[src/hw/adc_cfg_pkg.sv]
package adc_cfg_pkg;

  // Register map
  localparam logic [7:0] ANALOG_CFG_ADDR  = 8'h0b;
  localparam logic [7:0] DIGITAL_CFG_ADDR = 8'h0c;
  localparam logic [7:0] CLOCK_CFG1_ADDR  = 8'h0d;

  localparam logic [7:0] ANALOG_CFG_RESET  = 8'h60;
  localparam logic [7:0] DIGITAL_CFG_RESET = 8'h3c;
  localparam logic [7:0] CLOCK_CFG1_RESET  = 8'h08;

  // Analog configuration fields
  localparam int NEG_PUMP_BIT  = 7;
  localparam int HIGH_RES_BIT  = 6;
  localparam int RSVD_ONE_BIT  = 5;
  localparam int REF_LEVEL_BIT = 4;
  localparam int INT_REF_BIT   = 3;
  localparam int COMP_LVL_LSB  = 0;

  // Digital configuration fields
  localparam int TIMEOUT_EN_BIT = 7;
  localparam int CHECK_COV_BIT  = 6;
  localparam int DONE_DLY_LSB   = 4;
  localparam int FLOAT_DLY_LSB  = 2;
  localparam int CONST_LEN_BIT  = 1;
  localparam int CHECK_EN_BIT   = 0;

  // Clock configuration 1 fields
  localparam int CLK_SRC_BIT = 7;
  localparam int CLK_DIV_LSB = 1;

  // Output delay timing
  localparam int CLK_PERIOD_PS   = 5000;
  localparam int DELAY_BASE_PS   = 6000;
  localparam int DELAY_STEP_PS   = 2000;

  // Frame lengths with constant frame length selected
  localparam logic [2:0] FIXED_WORDS_FOUR_CH = 3'h6;
  localparam logic [2:0] FIXED_WORDS_TWO_CH  = 3'h4;

  // Comparator high threshold in tenths of a percent; low side is 1000 minus it
  localparam logic [9:0] PERMILLE_FULL = 10'h3e8;
  localparam logic [9:0] COMP_HIGH_TABLE [8] = '{
    10'h3b6, 10'h39d, 10'h384, 10'h36b, 10'h352, 10'h320, 10'h2ee, 10'h2bc
  };

  // Least delay rounds up to whole clock cycles
  function automatic logic [2:0] delay_cycles(input logic [1:0] sel);
    int ps;
    ps = DELAY_BASE_PS + DELAY_STEP_PS * int'(sel);
    return 3'((ps + CLK_PERIOD_PS - 1) / CLK_PERIOD_PS);
  endfunction : delay_cycles

endpackage : adc_cfg_pkg

[src/hw/adc_system_config_regs.sv]
module adc_system_config_regs
  import adc_cfg_pkg::*;
(
  // Clock and reset
  input  wire logic       clk,
  input  wire logic       nrst,
  // Register access from the serial host port
  input  wire logic [7:0] reg_addr,
  input  wire logic [7:0] reg_wdata,
  input  wire logic       reg_wr_en,
  input  wire logic       reg_rd_en,
  input  wire logic       cmd_check_fail,
  output logic      [7:0] reg_rdata,
  output logic            reg_rd_valid,
  output logic            cmd_rejected,
  // Frame timing events
  input  wire logic       frame_start,
  input  wire logic       last_bit_shifted,
  output logic            transfer_complete,
  output logic            serial_out_drive,
  // Frame composition
  input  wire logic       four_channel_part,
  input  wire logic [3:0] converter_enable,
  output logic      [2:0] frame_words,
  output logic            check_word_enable,
  output logic            check_coverage_select,
  // Analog controls
  output logic            neg_pump_enable,
  output logic            high_res_select,
  output logic            ref_level_select,
  output logic            internal_ref_enable,
  output logic      [2:0] fault_comparator_level,
  output logic      [9:0] comp_high_permille,
  output logic      [9:0] comp_low_permille,
  output logic            comp_low_ref_pump,
  // Digital and clock controls
  output logic            timeout_counter_enable,
  output logic            clock_source_select,
  output logic      [2:0] clock_divider
);

  // Register file state
  logic [7:0] analog_q, analog_d;
  logic [7:0] digital_q, digital_d;
  logic [7:0] clock1_q, clock1_d;
  logic [7:0] rdata_q, rdata_d;
  logic       rd_valid_q, rd_valid_d;
  logic       rejected_q, rejected_d;
  logic       accept;

  // A failed check code only matters once the check word is in use
  assign accept = !(digital_q[CHECK_EN_BIT] && cmd_check_fail);

  always_comb begin
    analog_d   = analog_q;
    digital_d  = digital_q;
    clock1_d   = clock1_q;
    rdata_d    = rdata_q;
    rd_valid_d = 1'b0;
    rejected_d = 1'b0;
    if ((reg_wr_en || reg_rd_en) && !accept) begin
      rejected_d = 1'b1;
    end
    if (reg_wr_en && accept) begin
      unique case (reg_addr)
        ANALOG_CFG_ADDR: begin
          // Bit 5 stores what the host writes; keeping it one is the host's job
          analog_d = reg_wdata;
        end
        DIGITAL_CFG_ADDR: begin
          digital_d = reg_wdata;
        end
        CLOCK_CFG1_ADDR: begin
          clock1_d = reg_wdata;
        end
        default: begin
        end
      endcase
    end
    if (reg_rd_en && accept) begin
      rd_valid_d = 1'b1;
      unique case (reg_addr)
        ANALOG_CFG_ADDR:  rdata_d = analog_q;
        DIGITAL_CFG_ADDR: rdata_d = digital_q;
        CLOCK_CFG1_ADDR:  rdata_d = clock1_q;
        default:          rdata_d = 8'h00;
      endcase
    end
  end

  always_ff @(posedge clk) begin
    if (!nrst) begin
      analog_q   <= ANALOG_CFG_RESET;
      digital_q  <= DIGITAL_CFG_RESET;
      clock1_q   <= CLOCK_CFG1_RESET;
      rdata_q    <= 8'h00;
      rd_valid_q <= 1'b0;
      rejected_q <= 1'b0;
    end else begin
      analog_q   <= analog_d;
      digital_q  <= digital_d;
      clock1_q   <= clock1_d;
      rdata_q    <= rdata_d;
      rd_valid_q <= rd_valid_d;
      rejected_q <= rejected_d;
    end
  end

  // Delay counters for completion and output float
  logic [2:0] done_cnt_q, done_cnt_d;
  logic [2:0] float_cnt_q, float_cnt_d;
  logic       complete_q, complete_d;
  logic       drive_q, drive_d;

  // Delay settings are sampled at the last bit, so a change mid-wait waits for the next frame
  always_comb begin
    done_cnt_d  = done_cnt_q;
    float_cnt_d = float_cnt_q;
    complete_d  = 1'b0;
    drive_d     = drive_q;
    if (done_cnt_q != 3'h0) begin
      done_cnt_d = done_cnt_q - 3'h1;
      if (done_cnt_q == 3'h1) begin
        complete_d = 1'b1;
      end
    end
    if (float_cnt_q != 3'h0) begin
      float_cnt_d = float_cnt_q - 3'h1;
      if (float_cnt_q == 3'h1) begin
        drive_d = 1'b0;
      end
    end
    if (last_bit_shifted) begin
      done_cnt_d  = delay_cycles(digital_q[DONE_DLY_LSB +: 2]);
      float_cnt_d = delay_cycles(digital_q[FLOAT_DLY_LSB +: 2]);
    end
    // A new frame takes the pin back even if the float wait is still running
    if (frame_start) begin
      drive_d     = 1'b1;
      float_cnt_d = 3'h0;
    end
  end

  always_ff @(posedge clk) begin
    if (!nrst) begin
      done_cnt_q  <= 3'h0;
      float_cnt_q <= 3'h0;
      complete_q  <= 1'b0;
      drive_q     <= 1'b0;
    end else begin
      done_cnt_q  <= done_cnt_d;
      float_cnt_q <= float_cnt_d;
      complete_q  <= complete_d;
      drive_q     <= drive_d;
    end
  end

  // Decoded controls, registered so every output leaves a flip-flop
  logic [2:0] words_q, words_d;
  logic [9:0] high_q, high_d;
  logic [9:0] low_q, low_d;

  always_comb begin
    words_d = 3'h1;
    if (digital_q[CONST_LEN_BIT]) begin
      words_d = four_channel_part ? FIXED_WORDS_FOUR_CH : FIXED_WORDS_TWO_CH;
    end else begin
      // Status word plus one per enabled converter (converters 2 and 3 counted on four-channel parts only) plus optional check word
      words_d = 3'h1 + 3'(converter_enable[0]) + 3'(converter_enable[1])
              + 3'(converter_enable[2] && four_channel_part)
              + 3'(converter_enable[3] && four_channel_part)
              + 3'(digital_q[CHECK_EN_BIT]);
    end
    high_d = COMP_HIGH_TABLE[analog_q[COMP_LVL_LSB +: 3]];
    low_d  = PERMILLE_FULL - high_d;
  end

  always_ff @(posedge clk) begin
    if (!nrst) begin
      words_q <= 3'h1;
      high_q  <= COMP_HIGH_TABLE[0];
      low_q   <= PERMILLE_FULL - COMP_HIGH_TABLE[0];
    end else begin
      words_q <= words_d;
      high_q  <= high_d;
      low_q   <= low_d;
    end
  end

  assign reg_rdata              = rdata_q;
  assign reg_rd_valid           = rd_valid_q;
  assign cmd_rejected           = rejected_q;
  assign transfer_complete      = complete_q;
  assign serial_out_drive       = drive_q;
  assign frame_words            = words_q;
  assign check_word_enable      = digital_q[CHECK_EN_BIT];
  assign check_coverage_select  = digital_q[CHECK_COV_BIT];
  assign neg_pump_enable        = analog_q[NEG_PUMP_BIT];
  assign high_res_select        = analog_q[HIGH_RES_BIT];
  // The level only matters while the internal reference is connected
  assign ref_level_select       = analog_q[REF_LEVEL_BIT];
  assign internal_ref_enable    = analog_q[INT_REF_BIT];
  assign fault_comparator_level = analog_q[COMP_LVL_LSB +: 3];
  assign comp_high_permille     = high_q;
  assign comp_low_permille      = low_q;
  assign comp_low_ref_pump      = analog_q[NEG_PUMP_BIT];
  // Disabling the watchdog needs a device reset from the host afterwards
  assign timeout_counter_enable = digital_q[TIMEOUT_EN_BIT];
  assign clock_source_select    = clock1_q[CLK_SRC_BIT];
  assign clock_divider          = clock1_q[CLK_DIV_LSB +: 3];

endmodule : adc_system_config_regs

[config.mk]
export PLATFORM = sky130hd
export DESIGN_NAME = adc_system_config_regs
export DESIGN_NICKNAME = d
export VERILOG_FILES = /design/src/hw/adc_cfg_pkg.sv /design/src/hw/adc_system_config_regs.sv
export SDC_FILE = /design/constraint.sdc
export NUM_CORES = 1
export LEC_CHECK = 0
export BUFFER_PORTS_ARGS = -buffer_cell sky130_fd_sc_hd__buf_2
export CAP_MARGIN = 30
export CORE_MARGIN = 4
export CORE_UTILIZATION = 41
export DETAILED_ROUTE_END_ITERATION = 10
export GPL_TIMING_DRIVEN = 1
export HOLD_SLACK_MARGIN = 0.1
export REMOVE_ABC_BUFFERS = 1
export SYNTH_ARGS = -nofsm -noshare
export SYNTH_HDL_FRONTEND = slang
export SYNTH_SLANG_ARGS = --single-unit
[constraint.sdc]
create_clock -name clk -period 2.4 [get_ports clk]
set_clock_uncertainty 0.05 [all_clocks]
set_input_delay 0.12 -clock clk [delete_from_list [all_inputs] [get_ports clk]]
set_output_delay 0.12 -clock clk [all_outputs]
set_load 0.01 [all_outputs]
# Word-level counts from Yosys, hierarchy flattened
# Memory sizes are Yosys's and may differ from the RTL's.
# Index checks and enable logic that the tools add are counted.
[totals]
mem_count = 1
regBits = 65
mem_bits_ro = 80
word_cells = 75
input_bits = 28
[classes]
bitwise_logic = 2
addsub = 14
n_eq_ne = 5
n_mul = 2
div_mod_pow = 2
muxes = 15
n_lt_le_gt_ge = 1
n_reduce_logical = 20
[memory_table]
columns = ["name", "words", "word_bits", "rd", "rd_ports_with_merged_regs", "write_ports", "line_no", "text"]
rows = [
  ["(no name shown)", 8, 10, 1, 0, 0, "adc_system_config_regs.sv:174", "high_d = COMP_HIGH_TABLE[analog_q[COMP_LVL_LSB +: 3]];"],
]
[ops]
columns = ["operator", "count"]
rows = [
  ["$div A32 B14 Y32 const B", 2],
  ["$sub A15 B1 Y16 const B", 2],
  ["$add A14 B13 Y15 const B", 2],
  ["$add A13 B13 Y14 const A", 2],
  ["$eq A8 B4 Y1 const B", 3],
  ["$pmux W8 S3", 1],
  ["$mux W10", 2],
  ["$mul A7 B2 Y9 const A", 2],
  ["$mux W3", 5],
  ["$reduce_and A2 Y1", 5],
  ["$sub A10 B10 Y10 const A", 1],
  ["$add A3 B1 Y3", 3],
  ["$reduce_bool A2 Y1", 4],
  ["$eq A3 B1 Y1 const B", 2],
  ["$logic_and A1 B1 Y1", 6],
  ["$mux W1", 6],
  ["$reduce_bool A3 Y1", 2],
  ["$sub A3 B1 Y3 const B", 2],
  ["$ge A4 B4 Y1 const B", 1],
  ["$not A3 Y4", 1],
  ["$add A2 B1 Y3", 1],
  ["$add A1 B1 Y2 const A", 1],
  ["$mux W2", 1],
  ["$reduce_or A2 Y1", 1],
  ["3 further kinds", 3],
]

# Depth between registers and ports, before layout
[logic_depth]
word_depth = 6
mapped_depth = 8
ltp_nobuf = 8

# Worst setup path after synthesis
# No wires, ideal clock.
[synth_timing]
path_type = "register -> register"
from = "reg digital_q[0]"
to = "reg words_q[1], in the netlist frame_words[1]"
synth_period_minus_slack_ns = 2.242
path_stages_with_launch = 9
n_path_buf = 0
required_time_ns = 2.234
setup_time_ns = 0.116
path_slack_ns = 0.158
t_arrival_ns = 2.076
cell_sequence = "dfxtp_1 inv_1 ha_1 fa_1 inv_1 ha_1 fa_1 mux2i_1 nor2b_1"
[synth_via]
elab_chain_cells = 2
[synth_rtl]
columns = ["item", "line_no", "text"]
rows = [
  ["start, declared", "adc_system_config_regs.sv:44", "logic [7:0] digital_q, digital_d;"],
  ["start signal, assigned", "adc_system_config_regs.sv:101", "digital_q <= digital_d;"],
  ["$add A3 B1 Y3", "adc_system_config_regs.sv:172", "+ 3'(digital_q[CHECK_EN_BIT]);"],
  ["$mux W3", "adc_system_config_regs.sv:165", "if (digital_q[CONST_LEN_BIT]) begin"],
  ["end signal, assigned", "adc_system_config_regs.sv:184", "words_q <= words_d;"],
  ["end, declared", "adc_system_config_regs.sv:159", "logic [2:0] words_q, words_d;"],
]
# No other way between the ends.
# A chain may end at the register's enable or synchronous reset.

# Final worst setup path
# Same ends and word-level chain as after synthesis.

==> results.toml <==
[pwr]
p_int_w = 0.001675
pwr-share-clk_pct = 42.6
combPwrFrac_pct = 9.0
peakVddDrop_mv = 0.3074
p_switching_w = 0.0004995
p_leak_nw = 1.927
switching_share_pct = 22.98
p_seq_share_pct = 48.5
p_per_area_mw_per_mm2 = 561.2

[sta]
layout_min_cycle_time_ps = 2208
layout_setup_ws_ps = 192.2
setup_viol = 0
holdWs_ps = 140.3
setup_tns_ps = 0
drv_slew = 0
fin_crit_sh_pct = 91.99
finalHoldViolCount = 0
max_freq_mhz = 452.9
rsz0062_at_grt = "no"

[final_layout]
nets = 483
area_delta_synth_final_pct = 24.04
final_util_pct = 52.84
diodes = 0
layout-drive-gt1-share_pct = 23.17

[yosys]
synth_area_per_cell_sq_um = 8.923
synth_top_area_cell = "dfxtp_1"
async_reset_ff_share_pct = 0
yosysMostFrequentCell = "dfxtp_1"
ys_seq_area_share_pct = 39.74
synth_common_cells = "62 x dfxtp_1, 45 x nand2_1, 28 x mux2i_1"
ys_types = 36
synth_top_flop_cell = "dfxtp_1"
synth_edf_count = 0
synthCells = 350
synth_top_area_share_pct = 39.74
yosysWarnings = 0
synth_area_sq_mm = 0.003123
synthTopCellsByArea = "dfxtp_1 40%, mux2i_1 9.0%, ha_1 8.8%, nand2_1 5.4%, nor2b_1 4.8%"
yosys_register_bits = 62

[floorplan]
row_count = 31
ios = 78
initial_utilization_pct = 42.60
die_height_microns = 95.28
die_x_microns = 95.28
dieArea_sq_mm = 0.009077
coreArea_sq_mm = 0.007331

[cts]
htree_levels = 3
clock-root-buffer = "clkbuf_8"
cts_setup_buffers = 0
clk_pin_slew_ps = 70
numCtsBuffers = 9
cts_tree = "done"
cts_sinks = 62
cts.path.max_buffers = 2
insertion_delay_ps = 330

[critical_path]
cp.required_ps = 2580
rr_startpoint = "digital_q[0]"
cp_top_family = "adder cells"
path_buf_inv = 2
startpoint_type = "flip-flop"
cp-end-kind = "flip-flop"
crit_chain = "inv_1 > ha_1 > fa_1 > inv_1 > ha_1 > fa_1 > mux2i_1 > nor2b_1"
reg2reg_slack_ps = 190
cp_slowest_cell = "fa_1"
arrival_ps = 2390
worstReg2RegEnd = "frame_words[1]"
max_stage_delay_ps = 540
crit_path_max_fanout = 2
crit_type = "flip-flop to flip-flop"
reg2reg_depth = 8

[grt]
grt_pass1_wl_mm = 11.50
grt_max_degree = 24
track_usage_pct = 16.20
grt_pass1_vias = 2450
grt_antenna_before_repair = 0
overflow = 0

[placed_design]
hpwl_mm = 4.915
gp_congestion = 0.7714
portBuffers = 76
dp_slack_ps = 200.7

[min_path]
hp-start = "converter_enable[1]"
holdPathStages = 4
holdCritPathClass = "input port to flip-flop"
holdPathEnd = "frame_words[0]"

[run_status]
outcome = "complete, no violations"

[drt]
num_vias = 2552
drc = 0
post_drt_wl_per_cell_microns = 12.67
drtAntennaViolNets = 0
wl_mm = 6.778
drt_iter0_drc = 96
drtPass1Iterations = 4
viasPerCell = 4.770

[flow_run]
drv_cap = 0
cells in the final DEF (no fill, tap or decap), drive strengths merged, types with 2 or more instances in the layout:
master        n
nand4         3
buf          82
fa            2
nand3         2
nor2b        24
mux2i        28
a21boi       10
ha           22
and2          6
xnor2         3
o21ai        23
inv          22
nor3          7
and3b         2
a21oi         8
dlygate4sd3  14
o21a          5
o211ai        3
dfxtp        62
nand2        45
nor2         17
o22ai         9
nand2b        7
a211oi        2
conb          2
nor4b         3
clkbuf       13
power groups by stage:
stage,clock [W],sequential (W),combinational [W]
5_1_grt,0.000996,0.00105,0.000223
6_report,0.000925,0.00105,0.000195
2_1_floorplan,0,0.00108,0.0000917
3_5_place_dp,0,0.00108,0.000179
4_1_cts,0.000947,0.00105,0.000198
3_3_place_gp,0,0.00108,0.000173
repair_timing:
| item | 4_1_cts | 5_1_grt |
|---|---|---|
| gates resized for setup | 0 | 0 |
| endpoints found under the hold margin | 34 | 0 |
| hold buffers | 14 | 0 |
per-layer routing:
layer  wire [microns]  global-route usage, %  vias to the layer above
met5                0                      0                        -
met4              138                  7.212                        0
met3              267                  3.631                       10
met2             3281                  26.82                       46
met1             3091                  20.05                     1177
li1                 -                      -                     1319
worst register-to-register path: cells and delay by family, from the launching register on:
family | cells | cell delay [ps]
and+or+nand+nor | 1 | 60
adders and majority gates | 4 | 1450
buffers and inverters | 2 | 80
DFF | 1 | 320
muxes | 1 | 140
state kept, by name (all words and copies together) (netlist names):
| register | count |
|---|---|
| analog_q | 8 |
| clock1_q | 8 |
| cmd_rejected | 1 |
| comp_high_permille | 7 |
| comp_low_permille | 10 |
| digital_q | 8 |
| done_cnt_q | 3 |
| float_cnt_q | 3 |
| frame_words | 3 |
| reg_rd_valid | 1 |
| reg_rdata | 8 |
| serial_out_drive | 1 |
| transfer_complete | 1 |
metrics by stage:
| stage | instances | total power, W | cell area [sq um] |
|---|---|---|---|
| 4_1_cts | 535 | 0.002199 | 3874 |
| 3_5_place_dp | 505 | 0.001256 | 3532 |
| 6_report | 535 | 0.002174 | 3874 |
| 3_3_place_gp | 505 | 0.001250 | 3532 |
| 5_1_grt | 535 | 0.002274 | 3874 |
| 2_1_floorplan | 324 | 0.001174 | 2983 |
kinds of logic (layout without fill, tap and decap cells):
logic type               after synthesis  in the layout  synth area share, %
AO/OA/AOI/OAI                         63             63                12.50
buffers and inverters                 48            134                7.131
flip-flops                            62             62                39.74
XOR/XNOR                               3              3               0.8415
multiplexers                          28             28                8.974
other                                  2              2               0.2405
AND/OR/NAND/NOR                      120            120                20.47
adder cells (fa/ha/maj)               24             24                10.10
worst max path at each step:
| stage | from | endpoint | slack (ps) | cells after the start |
|---|---|---|---|---|
| 2_1_floorplan | digital_q[0] | frame_words[1] | 160 | 8 |
| 3_3_place_gp | digital_q[0] | frame_words[1] | 250 | 8 |
| 3_5_place_dp | digital_q[0] | frame_words[1] | 200 | 8 |
| 4_1_cts | digital_q[0] | frame_words[1] | 200 | 8 |
| 5_1_grt | digital_q[0] | frame_words[1] | 70 | 8 |
| 6_report | digital_q[0] | frame_words[1] | 190 | 8 |
final cells by class:
type / count / area [sq um]
clock buffers: 13 / 158.9
clock inverters: 3 / 42.54
fillers: 700 / 3457
inverters: 22 / 82.58
multi-input cells: 240 / 1659
flip-flops and latches: 62 / 1241
well taps: 99 / 123.9
repair buffers: 96 / 565.5
No activity file was read; power rests on OpenSTA's default activity.
